[config.mk]
export PLATFORM = sky130hd
export DESIGN_NAME = hdio_port
export DESIGN_NICKNAME = d
export VERILOG_FILES = /design/src/common/hdio_pkg.sv /design/src/verilog/hdio_port.sv
export SDC_FILE = /design/constraint.sdc
export NUM_CORES = 1
export LEC_CHECK = 0
export ABC_AREA = 1
export BUFFER_PORTS_ARGS = -buffer_cell sky130_fd_sc_hd__buf_2
export CAP_MARGIN = 15
export CORE_UTILIZATION = 34
export DETAILED_ROUTE_END_ITERATION = 8
export MAX_ROUTING_LAYER = met4
export PLACE_DENSITY = 0.68
export SYNTH_ARGS = -nofsm -noshare
export SYNTH_HDL_FRONTEND = slang
export SYNTH_SLANG_ARGS = --single-unit
[constraint.sdc]
create_clock -name sys_clk -period 2.8 [get_ports sys_clk]
set_input_delay 0.14 -clock sys_clk [delete_from_list [all_inputs] [get_ports sys_clk]]
set_output_delay 0.14 -clock sys_clk [all_outputs]
set_load 0.05 [all_outputs]
[src/common/hdio_pkg.sv]
package hdio_pkg;

    localparam int unsigned HDIO_DATA_W   = 32;
    localparam int unsigned HDIO_AUX_W    = 4;
    localparam int unsigned HDIO_IDX_W    = 5;
    localparam int unsigned HDIO_AUX_IDX_W = 2;

    localparam logic [HDIO_DATA_W-1:0] HDIO_DATA_RST = 32'h0000_0000;
    localparam logic [HDIO_AUX_W-1:0]  HDIO_AUX_RST  = 4'h0;

    // Input strobe edge selection
    localparam logic HDIO_EDGE_RISING  = 1'b0;
    localparam logic HDIO_EDGE_FALLING = 1'b1;

    typedef enum logic [1:0] {
        HDIO_IN_DIRECT    = 2'h0,
        HDIO_IN_STROBE    = 2'h1,
        HDIO_IN_HANDSHAKE = 2'h2
    } hdio_in_mode_t;

    typedef enum logic [1:0] {
        HDIO_OUT_DIRECT    = 2'h0,
        HDIO_OUT_STROBE    = 2'h1,
        HDIO_OUT_HANDSHAKE = 2'h2
    } hdio_out_mode_t;

    typedef struct packed {
        hdio_in_mode_t  in_mode;
        logic           input_strobe_falling_select;
        hdio_out_mode_t out_mode;
    } hdio_cfg_t;

    typedef struct packed {
        logic                   valid;
        logic [HDIO_DATA_W-1:0] word;
    } hdio_out_word_t;

    typedef struct packed {
        logic                      set;
        logic [HDIO_AUX_IDX_W-1:0] index;
        logic                      value;
    } hdio_aux_bit_t;

    typedef struct packed {
        logic                   valid;
        logic [HDIO_DATA_W-1:0] word;
    } hdio_in_word_t;

endpackage

[src/verilog/hdio_port.sv]
// Functional notes
// - Strobe mode, rising select: latch input word on rising request edge.
// - Strobe mode, falling select: latch input word on falling request edge.
// - Device holds input acknowledge until peripheral drops input request.
// - Output strobe mode: pulse output request per new word, no acknowledge.
// - Output handshake: next request only after acknowledge was seen high.
// - Software reads all 32 input lines as one word.
// - Software writes one word driving all 32 output lines.
// - Input bits selectable by index 0..31, each read as 0 or 1.
// - Auxiliary option: 4-bit auxiliary input, read whole or per bit.
// - Auxiliary option: four auxiliary output bits, index 0..3, set 0/1.
// - Polarity bit: 1 selects falling strobe edge, 0 selects rising.
// - Input handshake: store word before raising input acknowledge.
// - Output handshake: present word on lines first, then raise request.
`timescale 1ns/10ps
module hdio_port #(
    parameter bit AUX_PRESENT = 1'b1
) (
    input  wire logic                                 sys_clk,
    input  wire logic                                 rst_b,
    input  wire hdio_pkg::hdio_cfg_t                  cfg,
    input  wire logic [hdio_pkg::HDIO_DATA_W-1:0]     parallel_input_port,
    input  wire logic                                 in_req,
    output logic                                      in_ack,
    output hdio_pkg::hdio_in_word_t                   in_word,
    output logic [hdio_pkg::HDIO_DATA_W-1:0]          in_direct_word,
    input  wire logic [hdio_pkg::HDIO_IDX_W-1:0]      in_bit_index,
    output logic                                      in_bit,
    input  wire hdio_pkg::hdio_out_word_t             out_wr,
    output logic                                      out_wr_ready,
    output logic [hdio_pkg::HDIO_DATA_W-1:0]          out_data,
    output logic                                      out_req,
    input  wire logic                                 out_ack,
    input  wire logic [hdio_pkg::HDIO_AUX_W-1:0]      auxiliary_input_port,
    output logic [hdio_pkg::HDIO_AUX_W-1:0]           aux_in_word,
    input  wire logic [hdio_pkg::HDIO_AUX_IDX_W-1:0]  aux_bit_index,
    output logic                                      aux_in_bit,
    input  wire hdio_pkg::hdio_aux_bit_t              aux_bit_wr,
    output logic [hdio_pkg::HDIO_AUX_W-1:0]           aux_out
);
    import hdio_pkg::*;

    typedef enum logic [2:0] {
        HDIO_IS_IDLE  = 3'b001,
        HDIO_IS_STORE = 3'b010,
        HDIO_IS_ACK   = 3'b100
    } hdio_in_state_t;

    typedef enum logic [2:0] {
        HDIO_OS_IDLE    = 3'b001,
        HDIO_OS_PRESENT = 3'b010,
        HDIO_OS_REQ     = 3'b100
    } hdio_out_state_t;

    // Pin synchronisers; data and request share the same delay so a
    // sampled word stays aligned with the strobe edge that qualifies it.
    logic [HDIO_DATA_W-1:0] din_meta;
    logic [HDIO_DATA_W-1:0] din_sync;
    logic [HDIO_AUX_W-1:0]  aux_meta;
    logic [HDIO_AUX_W-1:0]  aux_sync;
    logic                   req_meta;
    logic                   req_sync;
    logic                   req_prev;
    logic                   ack_meta;
    logic                   ack_sync;

    // Data lines: two flops each, reset to the idle word
    always_ff @(posedge sys_clk or negedge rst_b) begin
        if (!rst_b) begin
            din_meta <= HDIO_DATA_RST;
            din_sync <= HDIO_DATA_RST;
        end else begin
            din_meta <= parallel_input_port;
            din_sync <= din_meta;
        end
    end

    // Auxiliary lines are slow levels, but still cross clock domains
    always_ff @(posedge sys_clk or negedge rst_b) begin
        if (!rst_b) begin
            aux_meta <= HDIO_AUX_RST;
            aux_sync <= HDIO_AUX_RST;
        end else begin
            aux_meta <= auxiliary_input_port;
            aux_sync <= aux_meta;
        end
    end

    // Handshake pins; req_prev resets to the idle low level so that
    // leaving reset never looks like a strobe edge
    always_ff @(posedge sys_clk or negedge rst_b) begin
        if (!rst_b) begin
            req_meta <= 1'b0;
            req_sync <= 1'b0;
            req_prev <= 1'b0;
            ack_meta <= 1'b0;
            ack_sync <= 1'b0;
        end else begin
            req_meta <= in_req;
            req_sync <= req_meta;
            req_prev <= req_sync;
            ack_meta <= out_ack;
            ack_sync <= ack_meta;
        end
    end

    // Bit pickers shared by the main and auxiliary read paths
    function automatic logic pick_bit(input logic [HDIO_DATA_W-1:0] word,
                                      input logic [HDIO_IDX_W-1:0]  idx);
        pick_bit = word[idx];
    endfunction

    function automatic logic [HDIO_DATA_W-1:0] widen_aux(
        input logic [HDIO_AUX_W-1:0] aux
    );
        widen_aux = {{(HDIO_DATA_W-HDIO_AUX_W){1'b0}}, aux};
    endfunction

    function automatic logic [HDIO_IDX_W-1:0] widen_aux_idx(
        input logic [HDIO_AUX_IDX_W-1:0] idx
    );
        widen_aux_idx = {{(HDIO_IDX_W-HDIO_AUX_IDX_W){1'b0}}, idx};
    endfunction

    // Strobe edge on the synchronised request, either polarity
    function automatic logic edge_seen(input logic prev,
                                       input logic now,
                                       input logic falling);
        if (falling) begin
            edge_seen = prev && !now;
        end else begin
            edge_seen = !prev && now;
        end
    endfunction

    // Direct reads of the main input lines
    logic [HDIO_DATA_W-1:0] next_in_direct_word;
    logic                   next_in_bit;

    always_comb begin
        next_in_direct_word = din_sync;
        next_in_bit         = pick_bit(din_sync, in_bit_index);
    end

    always_ff @(posedge sys_clk or negedge rst_b) begin
        if (!rst_b) begin
            in_direct_word <= HDIO_DATA_RST;
            in_bit         <= 1'b0;
        end else begin
            in_direct_word <= next_in_direct_word;
            in_bit         <= next_in_bit;
        end
    end

    // Auxiliary ports; with the option absent the inputs read as zero
    // and bit writes are dropped, so software sees a stable idle port
    logic [HDIO_AUX_W-1:0]  next_aux_in_word;
    logic                   next_aux_in_bit;
    logic [HDIO_AUX_W-1:0]  next_aux_out;

    always_comb begin
        if (AUX_PRESENT) begin
            next_aux_in_word = aux_sync;
        end else begin
            next_aux_in_word = HDIO_AUX_RST;
        end
        next_aux_in_bit = pick_bit(widen_aux(next_aux_in_word),
                                   widen_aux_idx(aux_bit_index));
        next_aux_out = aux_out;
        if (AUX_PRESENT && aux_bit_wr.set) begin
            next_aux_out[aux_bit_wr.index] = aux_bit_wr.value;
        end
    end

    always_ff @(posedge sys_clk or negedge rst_b) begin
        if (!rst_b) begin
            aux_in_word <= HDIO_AUX_RST;
            aux_in_bit  <= 1'b0;
            aux_out     <= HDIO_AUX_RST;
        end else begin
            aux_in_word <= next_aux_in_word;
            aux_in_bit  <= next_aux_in_bit;
            aux_out     <= next_aux_out;
        end
    end

    // Input capture: strobe edge or request/acknowledge handshake
    hdio_in_state_t    in_state;
    hdio_in_state_t    next_in_state;
    hdio_in_word_t     next_in_word;
    logic              next_in_ack;
    logic              strobe_hit;

    always_comb begin
        // Pins and request share one delay, so the word stays aligned
        strobe_hit = edge_seen(req_prev, req_sync,
                               cfg.input_strobe_falling_select
                               == HDIO_EDGE_FALLING);
        next_in_state = in_state;
        next_in_word  = '{valid: 1'b0, word: in_word.word};
        unique case (in_state)
            HDIO_IS_IDLE: begin
                if (cfg.in_mode == HDIO_IN_STROBE && strobe_hit) begin
                    next_in_word = '{valid: 1'b1, word: din_sync};
                end else if (cfg.in_mode == HDIO_IN_HANDSHAKE
                             && req_sync) begin
                    // Request stays high until acknowledged
                    next_in_word  = '{valid: 1'b1, word: din_sync};
                    next_in_state = HDIO_IS_STORE;
                end
            end
            HDIO_IS_STORE: begin
                next_in_state = HDIO_IS_ACK;
            end
            HDIO_IS_ACK: begin
                if (!req_sync) begin
                    next_in_state = HDIO_IS_IDLE;
                end
            end
        endcase
        next_in_ack = (next_in_state == HDIO_IS_ACK);
    end

    always_ff @(posedge sys_clk or negedge rst_b) begin
        if (!rst_b) begin
            in_state <= HDIO_IS_IDLE;
            in_word  <= '{valid: 1'b0, word: HDIO_DATA_RST};
            in_ack   <= 1'b0;
        end else begin
            in_state <= next_in_state;
            in_word  <= next_in_word;
            in_ack   <= next_in_ack;
        end
    end

    // Output path: direct, strobe or handshake
    hdio_out_state_t        out_state;
    hdio_out_state_t        next_out_state;
    logic [HDIO_DATA_W-1:0] next_out_data;
    logic                   next_out_req;
    logic                   next_out_wr_ready;

    always_comb begin
        next_out_state = out_state;
        next_out_data  = out_data;
        unique case (out_state)
            HDIO_OS_IDLE: begin
                if (out_wr.valid && out_wr_ready) begin
                    // Whole word loads in one edge, never piecewise
                    next_out_data = out_wr.word;
                    if (cfg.out_mode != HDIO_OUT_DIRECT) begin
                        next_out_state = HDIO_OS_PRESENT;
                    end
                end
            end
            HDIO_OS_PRESENT: begin
                next_out_state = HDIO_OS_REQ;
            end
            HDIO_OS_REQ: begin
                if (cfg.out_mode != HDIO_OUT_HANDSHAKE) begin
                    next_out_state = HDIO_OS_IDLE;
                end else if (ack_sync) begin
                    // Acknowledge may come any time after the request;
                    // one still high from the last word ends this one
                    // early, which is why the far side must drop it
                    // before a new request rises
                    next_out_state = HDIO_OS_IDLE;
                end
            end
        endcase
        // Both flags decode the next state so they leave the flops
        // in the same cycle as the state itself
        next_out_req      = 1'b0;
        next_out_wr_ready = 1'b0;
        if (next_out_state == HDIO_OS_REQ) begin
            next_out_req = 1'b1;
        end
        if (next_out_state == HDIO_OS_IDLE) begin
            next_out_wr_ready = 1'b1;
        end
    end

    always_ff @(posedge sys_clk or negedge rst_b) begin
        if (!rst_b) begin
            out_state    <= HDIO_OS_IDLE;
            out_data     <= HDIO_DATA_RST;
            out_req      <= 1'b0;
            out_wr_ready <= 1'b0;
        end else begin
            out_state    <= next_out_state;
            out_data     <= next_out_data;
            out_req      <= next_out_req;
            out_wr_ready <= next_out_wr_ready;
        end
    end

endmodule

# After elaboration in Yosys (flattened, before gate mapping)
# Index checks and enable logic that the tools add are counted.
# Widths: inputs -> output; s select.
[word_totals]
regBits = 193
inputBits = 89
out_inout_bits = 110
elab_cells = 72
[op_classes]
order_cmp = 4
eq_ne = 12
muxes = 22
n_reduce_logical = 12
[ops]
columns = ["cell", "n"]
rows = [
  ["$mux 33", 3],
  ["$mux 3", 7],
  ["$pmux 3 s3", 2],
  ["$eq 3x3->1 const B", 4],
  ["$eq 3x1->1 const B", 3],
  ["$eq 3x2->1 const B", 2],
  ["$logic_and 1x1->1", 6],
  ["$lt 2x6->1 const B", 1],
  ["$lt 5x6->1 const B", 1],
  ["$mux 1", 6],
  ["$bmux 1 s5", 1],
  ["$bwmux 4", 1],
  ["$reduce_and 2->1", 2],
  ["$reduce_bool 2->1", 2],
  ["$lt 2x3->1 const B", 1],
  ["$bmux 1 s2", 1],
  ["$demux 1 s2", 1],
  ["$eq 2x1->1 const B", 1],
  ["$eq 2x2->1 const B", 1],
  ["$ge 2x1->1 const B", 1],
  ["$logic_not 1->1", 2],
  ["$ne 2x2->1 const B", 1],
]

# Depth between registers and ports, before layout
# Gate-level depths: netlist of the first run.
[logic_depth]
depth_word = 7
mapped_depth = 11
mapped_depth_nobuf = 9

# Worst setup path after synthesis of the first run
# OpenSTA, ideal clock, no wires.
[synth_path]
path_kind = "flip-flop to flip-flop"
from = "register out_wr_ready"
to = "register out_data[10] (netlist name)"
t_arrival_ps = 1355
required_ps = 2675
setup_slack_ps = 1320
stages_incl_launch_ff = 4
path_buffers = 1
synth_period_minus_slack_ps = 1480
cell_sequence = "dfrtp_1 > nand3_2 > buf_6 > mux2_4"
[synth_via]
elab_chain_cells = 2
[synth_rtl]
columns = ["element", "line", "text"]
rows = [
  ["from (decl)", "hdio_port.sv:30", "output logic out_wr_ready,"],
  ["from (signal assigned)", "hdio_port.sv:293", "out_wr_ready <= next_out_wr_ready;"],
  ["$logic_and 1x1->1", "hdio_port.sv:248", "if (out_wr.valid && out_wr_ready) begin"],
  ["$reduce_and 2->1 (no line)", "n/a", ""],
  ["to (signal assigned)", "hdio_port.sv:291", "out_data <= next_out_data;"],
  ["to (decl)", "hdio_port.sv:31", "output logic [hdio_pkg::HDIO_DATA_W-1:0] out_data,"],
]
# No other way between the ends.
# A chain may end at the register's enable or synchronous reset.

# Worst setup path after layout of the first run
[layout_path]
from = "register out_state[0]"
to = "register out_data[19] (netlist name)"
[layout_via]
elab_chain_cells = 2
[layout_rtl]
columns = ["element", "line", "text"]
rows = [
  ["from (decl)", "hdio_port.sv:237", "hdio_out_state_t out_state;"],
  ["from (signal assigned)", "hdio_port.sv:290", "out_state <= next_out_state;"],
  ["$eq 3x1->1", "hdio_port.sv:246", "unique case (out_state)"],
  ["$reduce_and 2->1 (no line)", "n/a", ""],
]
# No other way between the ends.

==> metrics.csv, run 1 <==
metric,value,unit
status,"finished, violations left",
violated checks,design-rule violations,
Fillers,1575,
crit path kind,flop to flop,
layout cell share with drive strength beyond 1,0.358,
die height,139,um
Worst Setup SP,out_state[0],
worst r2r dst,out_data[19],
Hold Path Class,primary input to flop,
RePlAce Congestion,0.793,
"count leader, synth",dfrtp_1,
# port buffers,198,
largest cells by area after synthesis,"dfrtp_1 75%, nand2_1 9.3%, mux2_4 7.0%",
Commonest cells post-synth,"191 x dfrtp_1, 158 x nand2_1, 30 x mux2_4, 30 x nand3_1, 14 x inv_1",
Mapped Area,0.00640,mm^2
Initial Utilization,0.351,
register-to-register setup slack,1.20,ns
Final Instance Area,0.00896,mm^2
Num CTS Buffers,17,
clock root cell,clkbuf_16,
final net count,850,
CP Capture Type,flop,
DP Area,0.00765,mm^2
Tightest Pin Transition,0.679,ns
Slew HR,0.547,
crit-path max cell delay,0.53,ns
Syn. warnings,0,
Worst Setup Start Kind,flop,
final setup TNS,0,ns
row count,49,
Yosys top cell area share,0.747,
largest net degree at the start of global routing,84,
peak supply drop,422,uV
post-synthesis xor/xnor area fraction,0,
Crit path max-delay family,flip-flops,
Final setup viols,0,
first-pass GRT wire length,24000,um
Yosys cell types,25,
largest family of logic cells by synthesized area,simple AND/OR/NAND/NOR gates,
synthesized area per cell,13.4,um^2
Residual DRC,11,
grt total ovfl,0,
TritonCTS clock tree,done,
average vias per placed instance,4.39,
worst r2r src,out_state[0],
FF/Latch Area,0.00483,mm^2
CP Depth,5,
syn nets,566,
crit-path cells,inv_2 > nor3_2 > nand3_2 > buf_4 > mux2_4,
post-synthesis sequential area ratio,0.755,
Ports,199,
clk sink count,193,
maximum root-to-sink buffer count,2,
Synth Area in Simple Gates,0.129,
Mapped Cells,477,
Skew-Pair Late Insertion Delay,0.42,ns
Achievable Freq,0.626,GHz
ant diodes,0,
H-tree levels,4,
PwrDens,825,mW/mm^2
r2r worst-path depth,5,
multi-input combinational cell area,0.00139,mm^2
post-synthesis mux area share,0.0739,
CP Max Fanout,32,
Slew Limit Fails,0,
vias in the first global route,4587,
Die ar.,0.0194,mm^2
initial antenna violation count,0,
period utilisation layout,0.571,
Design Power,0.00739,W
Final Hold Viols,0,
Slowest cell on crit path,dfstp_2,
Pre-antenna DRT Iters,7,
P_leak,4.77,nW
critical path endpoint,out_data[19],
max cap viols,0,
number of synthesized flops with an enable pin,0,
Horiz. Die Dim,139,um
largest area contributor in the netlist,dfrtp_1,
"Reg clk slew, reported paths",0.07,ns
area delta synth->final,40.1,%
Worst Skew,0.00639,ns
Critical Path RT,3.10,ns
ys flop type,dfrtp_1,
async set or reset register ratio after synthesis,1.00,
via count,4402,
CP bufs+invs,2,
RSZ-0062 raised after global routing,false,
min cycle time layout,1.60,ns
Seq cells post-synth,193,
postcts setup bufs,0,
post-synthesis compound-gate area fraction,0.0147,
core area,0.0182,mm^2
post-route antenna net violation count,0,
WL final,14700,um
Synth Area in Adders,0,
DP Wirelength,9360,um
# hold bufs at CTS,75,
WP data arrival,1.90,ns
PostCTS Resize Cnt,0,
mean routed wirelength per cell,14.7,um
Global Route Usage Sum,0.168,
DR iter-0 viols,182,
==> cells in the final DEF (no fill, tap or decap), drive strengths merged <==
master,instances
buf,202
dfrtp,191
nand2,159
dlygate4sd3,75
mux2,32
nand3,31
inv,24
clkbuf,19
nor2,13
o21ai,9
clkinv,5
clkinvlp,3
a21oi,2
dfstp,2
nor3,2
a31o,1
o21a,1
o21bai,1
o22ai,1
a32oi,1
==> per-layer routing <==
layer  up-vias  GRT usage  part of all wire
li1       2082          -                 -
met1      2132      0.205              0.44
met2       166      0.264              0.47
met3        22     0.0515             0.067
met4         0     0.0556             0.017
met5         -          -                 0
==> worst min-delay path by stage <==
| stage | from | endpoint | slack (ns) | cells past startpoint |
|---|---|---|---|---|
| after floorplan | rst_b | ack_meta | -0.16 | 0 |
| after global placement | rst_b | aux_meta[0] | 0.23 | 1 |
| after detailed placement | rst_b | aux_out[1] | 0.24 | 1 |
| after CTS | aux_bit_wr[2] | aux_out[3] | 0.0002 | 3 |
| after global routing | aux_bit_wr[3] | aux_out[0] | 0.03 | 3 |
| final | aux_bit_wr[2] | aux_out[3] | 0.03 | 3 |
==> cell families (layout without fill, tap and decap cells) <==
logic type             after synthesis  in the layout
AO/OA/AOI/OAI                       16             16
buffers and inverters               31            328
flip-flops                         193            193
multiplexers                        32             32
AND/OR/NAND/NOR                    205            205
==> worst min-delay path, delay by kind of cell <==
family | cells | cell delay [ns]
AO/OA/AOI/OAI | 1 | 0.07
buffers and inverters | 1 | 0.11
AND/OR/NAND/NOR | 1 | 0.09
==> sequential cells by signal (all words and copies together) (netlist names) <==
| register | cells |
|---|---|
| ack_sync | 1 |
| in_bit | 1 |
| req_prev | 1 |
| aux_in_bit | 1 |
| in_word | 33 |
| aux_in_word | 4 |
| out_req | 1 |
| in_state | 3 |
| aux_sync | 4 |
| out_data | 32 |
| req_meta | 1 |
| din_meta | 32 |
| aux_out | 4 |
| in_direct_word | 32 |
| req_sync | 1 |
| din_sync | 32 |
| in_ack | 1 |
| ack_meta | 1 |
| out_state | 3 |
| aux_meta | 4 |
| out_wr_ready | 1 |
==> metrics by stage <==
step,utilization,std cells,worst slack [ns],hold slack (ns)
6_report,0.492,1003,1.20,0.0268
5_1_grt,0.492,1003,1.07,0.0321
4_1_cts,0.492,1003,1.20,0.000228
3_5_place_dp,0.420,896,1.22,0.236
3_3_place_gp,0.420,896,1.24,0.227
2_1_floorplan,-,477,1.32,-0.156
==> where the power goes <==
group          total (W)  leakage [nW]  internal (W)  switching, W
sequential       0.00330          2.36       0.00312      0.000176
combinational    0.00180          2.14      0.000450       0.00135
clock            0.00229         0.269       0.00119       0.00110
total            0.00739          4.77       0.00476       0.00262
==> cell type report <==
type | instances | area share
sequential | 193 | 0.539
inverter | 18 | 0.00768
clock buffer | 18 | 0.0490
timing repair buffer | 278 | 0.204
multi-input combinational | 253 | 0.155
clock inverter | 14 | 0.0133
tap | 229 | 0.0320
No activity file was read; power rests on OpenSTA's default activity.
==> run 2, diff against run 1 <==
Settings changed: PLACE_DENSITY 0.68 to 0.7.
Clock period 2.8 ns to 1.31 ns, I/O delays scaled along.
==> metrics.csv, run 2 (synthesis results as in run 1) <==
metric,value,unit,change
status,"finished, violations left",,unchanged
violated checks,"design-rule violations, negative setup slack",,was design-rule violations
Residual DRC,12,,was 11
via count,4587,,was 4402
die height,139,um,unchanged
Int Pwr,0.0107,W,was 0.00476 W
P_leak,5.11,nW,was 4.77 nW
Horiz. Die Dim,139,um,unchanged
row count,49,,unchanged
Worst Setup Start Kind,flop,,unchanged
clock root cell,clkbuf_16,,unchanged
Place WS,-0.140,ns,was 1.22 ns
TritonCTS clock tree,done,,unchanged
H-tree levels,4,,unchanged
sequential share of power,0.432,,was 0.447
clock power share,0.312,,was 0.310
RePlAce Congestion,0.737,,was 0.793
Fillers,1529,,was 1575
Comb power frac,0.257,,was 0.243
initial antenna violation count,1,,was 0
Final setup viols,64,,was 0
Critical Path RT,1.62,ns,was 3.10 ns
Slew HR,0.733,,was 0.547
post-layout util,0.525,,was 0.492
Worst Setup SP,out_state[0],,unchanged
FF/Latch Area,0.00483,mm^2,about the same
Final Hold Viols,0,,unchanged
multi-input combinational cell area,0.00162,mm^2,was 0.00139 mm^2
switching share of total power,0.348,,was 0.355
critical path endpoint,out_data[2],,was out_data[19]
peak supply drop,887,uV,was 422 uV
Global Route Usage Sum,0.179,,was 0.168
worst r2r dst,out_data[2],,was out_data[19]
Largest register FFs,33,,unchanged
Skew-Pair Late Insertion Delay,0.43,ns,was 0.42 ns
post-route antenna net violation count,0,,unchanged
DP Wirelength,9920,um,was 9360 um
"Reg clk slew, reported paths",0.07,ns,about the same
Ports,199,,unchanged
P_sw,0.00570,W,was 0.00262 W
"most common cell after layout, fill and taps aside",buf_2,,unchanged
Die ar.,0.0194,mm^2,unchanged
Initial Utilization,0.351,,unchanged
Slew Limit Fails,0,,unchanged
average vias per placed instance,4.45,,was 4.39
hold_sp,cfg[0],,was aux_bit_wr[2]
CP Max Fanout,32,,unchanged
vias in the first global route,4909,,was 4587
max cap viols,0,,unchanged
maximum root-to-sink buffer count,2,,unchanged
final net count,876,,was 850
final setup TNS,-6.15,ns,was 0 ns
Worst Skew,0.0103,ns,was 0.00639 ns
crit path kind,flop to flop,,unchanged
Hold Path Class,primary input to flop,,unchanged
WL final,16200,um,was 14700 um
setup slack after layout,-0.145,ns,was 1.20 ns
area delta synth->final,49.5,%,was 40.1%
period utilisation layout,1.11,,was 0.571
register-to-register setup slack,-0.14,ns,was 1.20 ns
Pre-antenna DRT Iters,8,,was 7
grt total ovfl,0,,unchanged
worst r2r src,out_state[0],,unchanged
r2r worst-path depth,5,,unchanged
largest net degree at the start of global routing,44,,was 84
RSZ-0062 raised after global routing,true,,was false
CP Capture Type,flop,,unchanged
Achievable Freq,0.687,GHz,was 0.626 GHz
# port buffers,198,,unchanged
DR iter-0 viols,161,,was 182
most frequent cells in the layout,"197 x buf_2, 190 x dfrtp_1, 112 x nand2_1, 82 x dlygate4sd3_1, 32 x nand2_2",,"was 197 x buf_2, 191 x dfrtp_1, 158 x nand2_1, 75 x dlygate4sd3_1"
register name with the most flops,in_word,,unchanged
first-pass GRT wire length,25400,um,was 24000 um
PwrDens,1720,mW/mm^2,was 825 mW/mm^2
layout cell share with drive strength beyond 1,0.439,,was 0.358
min cycle time layout,1.45,ns,was 1.60 ns
core area,0.0182,mm^2,unchanged
Tightest Pin Transition,0.400,ns,was 0.679 ns
mean routed wirelength per cell,15.7,um,was 14.7 um
clk sink count,193,,unchanged
Num CTS Buffers,17,,unchanged
WP data arrival,1.77,ns,was 1.90 ns
[run 2: layout make-up]
class,count,area share
antenna,1,0.000262
timing repair buffer,304,0.227
tap,229,0.0300
clock buffer,20,0.0467
multi-input combinational,253,0.169
clock inverter,12,0.0139
inverter,18,0.00837
sequential,193,0.505
[run 2: timing repair]
| item | in CTS | in global routing |
|---|---|---|
| gates resized for setup | 8 | 69 |
| buffers inserted | 2 | 0 |
| gates cloned | 2 | 2 |
| hold buffers | 83 | 0 |
| endpoints found under the hold margin | 268 | 0 |
| setup endpoints to repair | 64 | 70 |
| pin swaps | 0 | 22 |
[run 2: routing by layer]
metal / track usage / share of wire / wire, um / up-vias
li1: - / - / - / 2143
met1: 0.218 / 0.43 / 6950 / 2240
met2: 0.289 / 0.49 / 7990 / 182
met3: 0.0473 / 0.060 / 970 / 22
met4: 0.0637 / 0.015 / 249 / 0
met5: - / 0 / 0 / -
[run 2: worst min path at each step]
stage | endpoint | slack (ns) | cells after the start
final | out_state[0] | 0.09 | 4
after global routing | out_state[0] | 0.09 | 4
after CTS | out_state[0] | 0.04 | 5
after detailed placement | aux_out[3] | 0.03 | 1
after global placement | aux_out[3] | 0.03 | 1
after floorplan | ack_meta | -0.23 | 0
[run 2: metrics by stage]
stage	hold WS, ns	area, um^2	cells	power [W]
after floorplan	-0.230	6400	477	0.00976
after global placement	0.0255	7820	910	0.0109
after detailed placement	0.0262	7820	910	0.0110
after CTS	0.0350	9310	1028	0.0164
after global routing	0.0871	9560	1030	0.0171
final	0.0876	9560	1030	0.0164
[run 2: power by group through the flow]
| stage | sequential [W] | combinational [W] | clock [W] |
|---|---|---|---|
| 2_1_floorplan | 0.00906 | 0.000701 | 0 |
| 5_1_grt | 0.00716 | 0.00448 | 0.00549 |
| 4_1_cts | 0.00706 | 0.00407 | 0.00523 |
| 3_3_place_gp | 0.00713 | 0.00376 | 0 |
| 6_report | 0.00708 | 0.00421 | 0.00511 |
| 3_5_place_dp | 0.00716 | 0.00379 | 0 |
[run 2: worst max-delay path, stage by stage (launching register included)]
cell and delay (ns):
dfstp_2 0.54, inv_2 0.04, nor3_2 0.11, nand3_2 0.10, buf_12 0.20, mux2_4 0.32
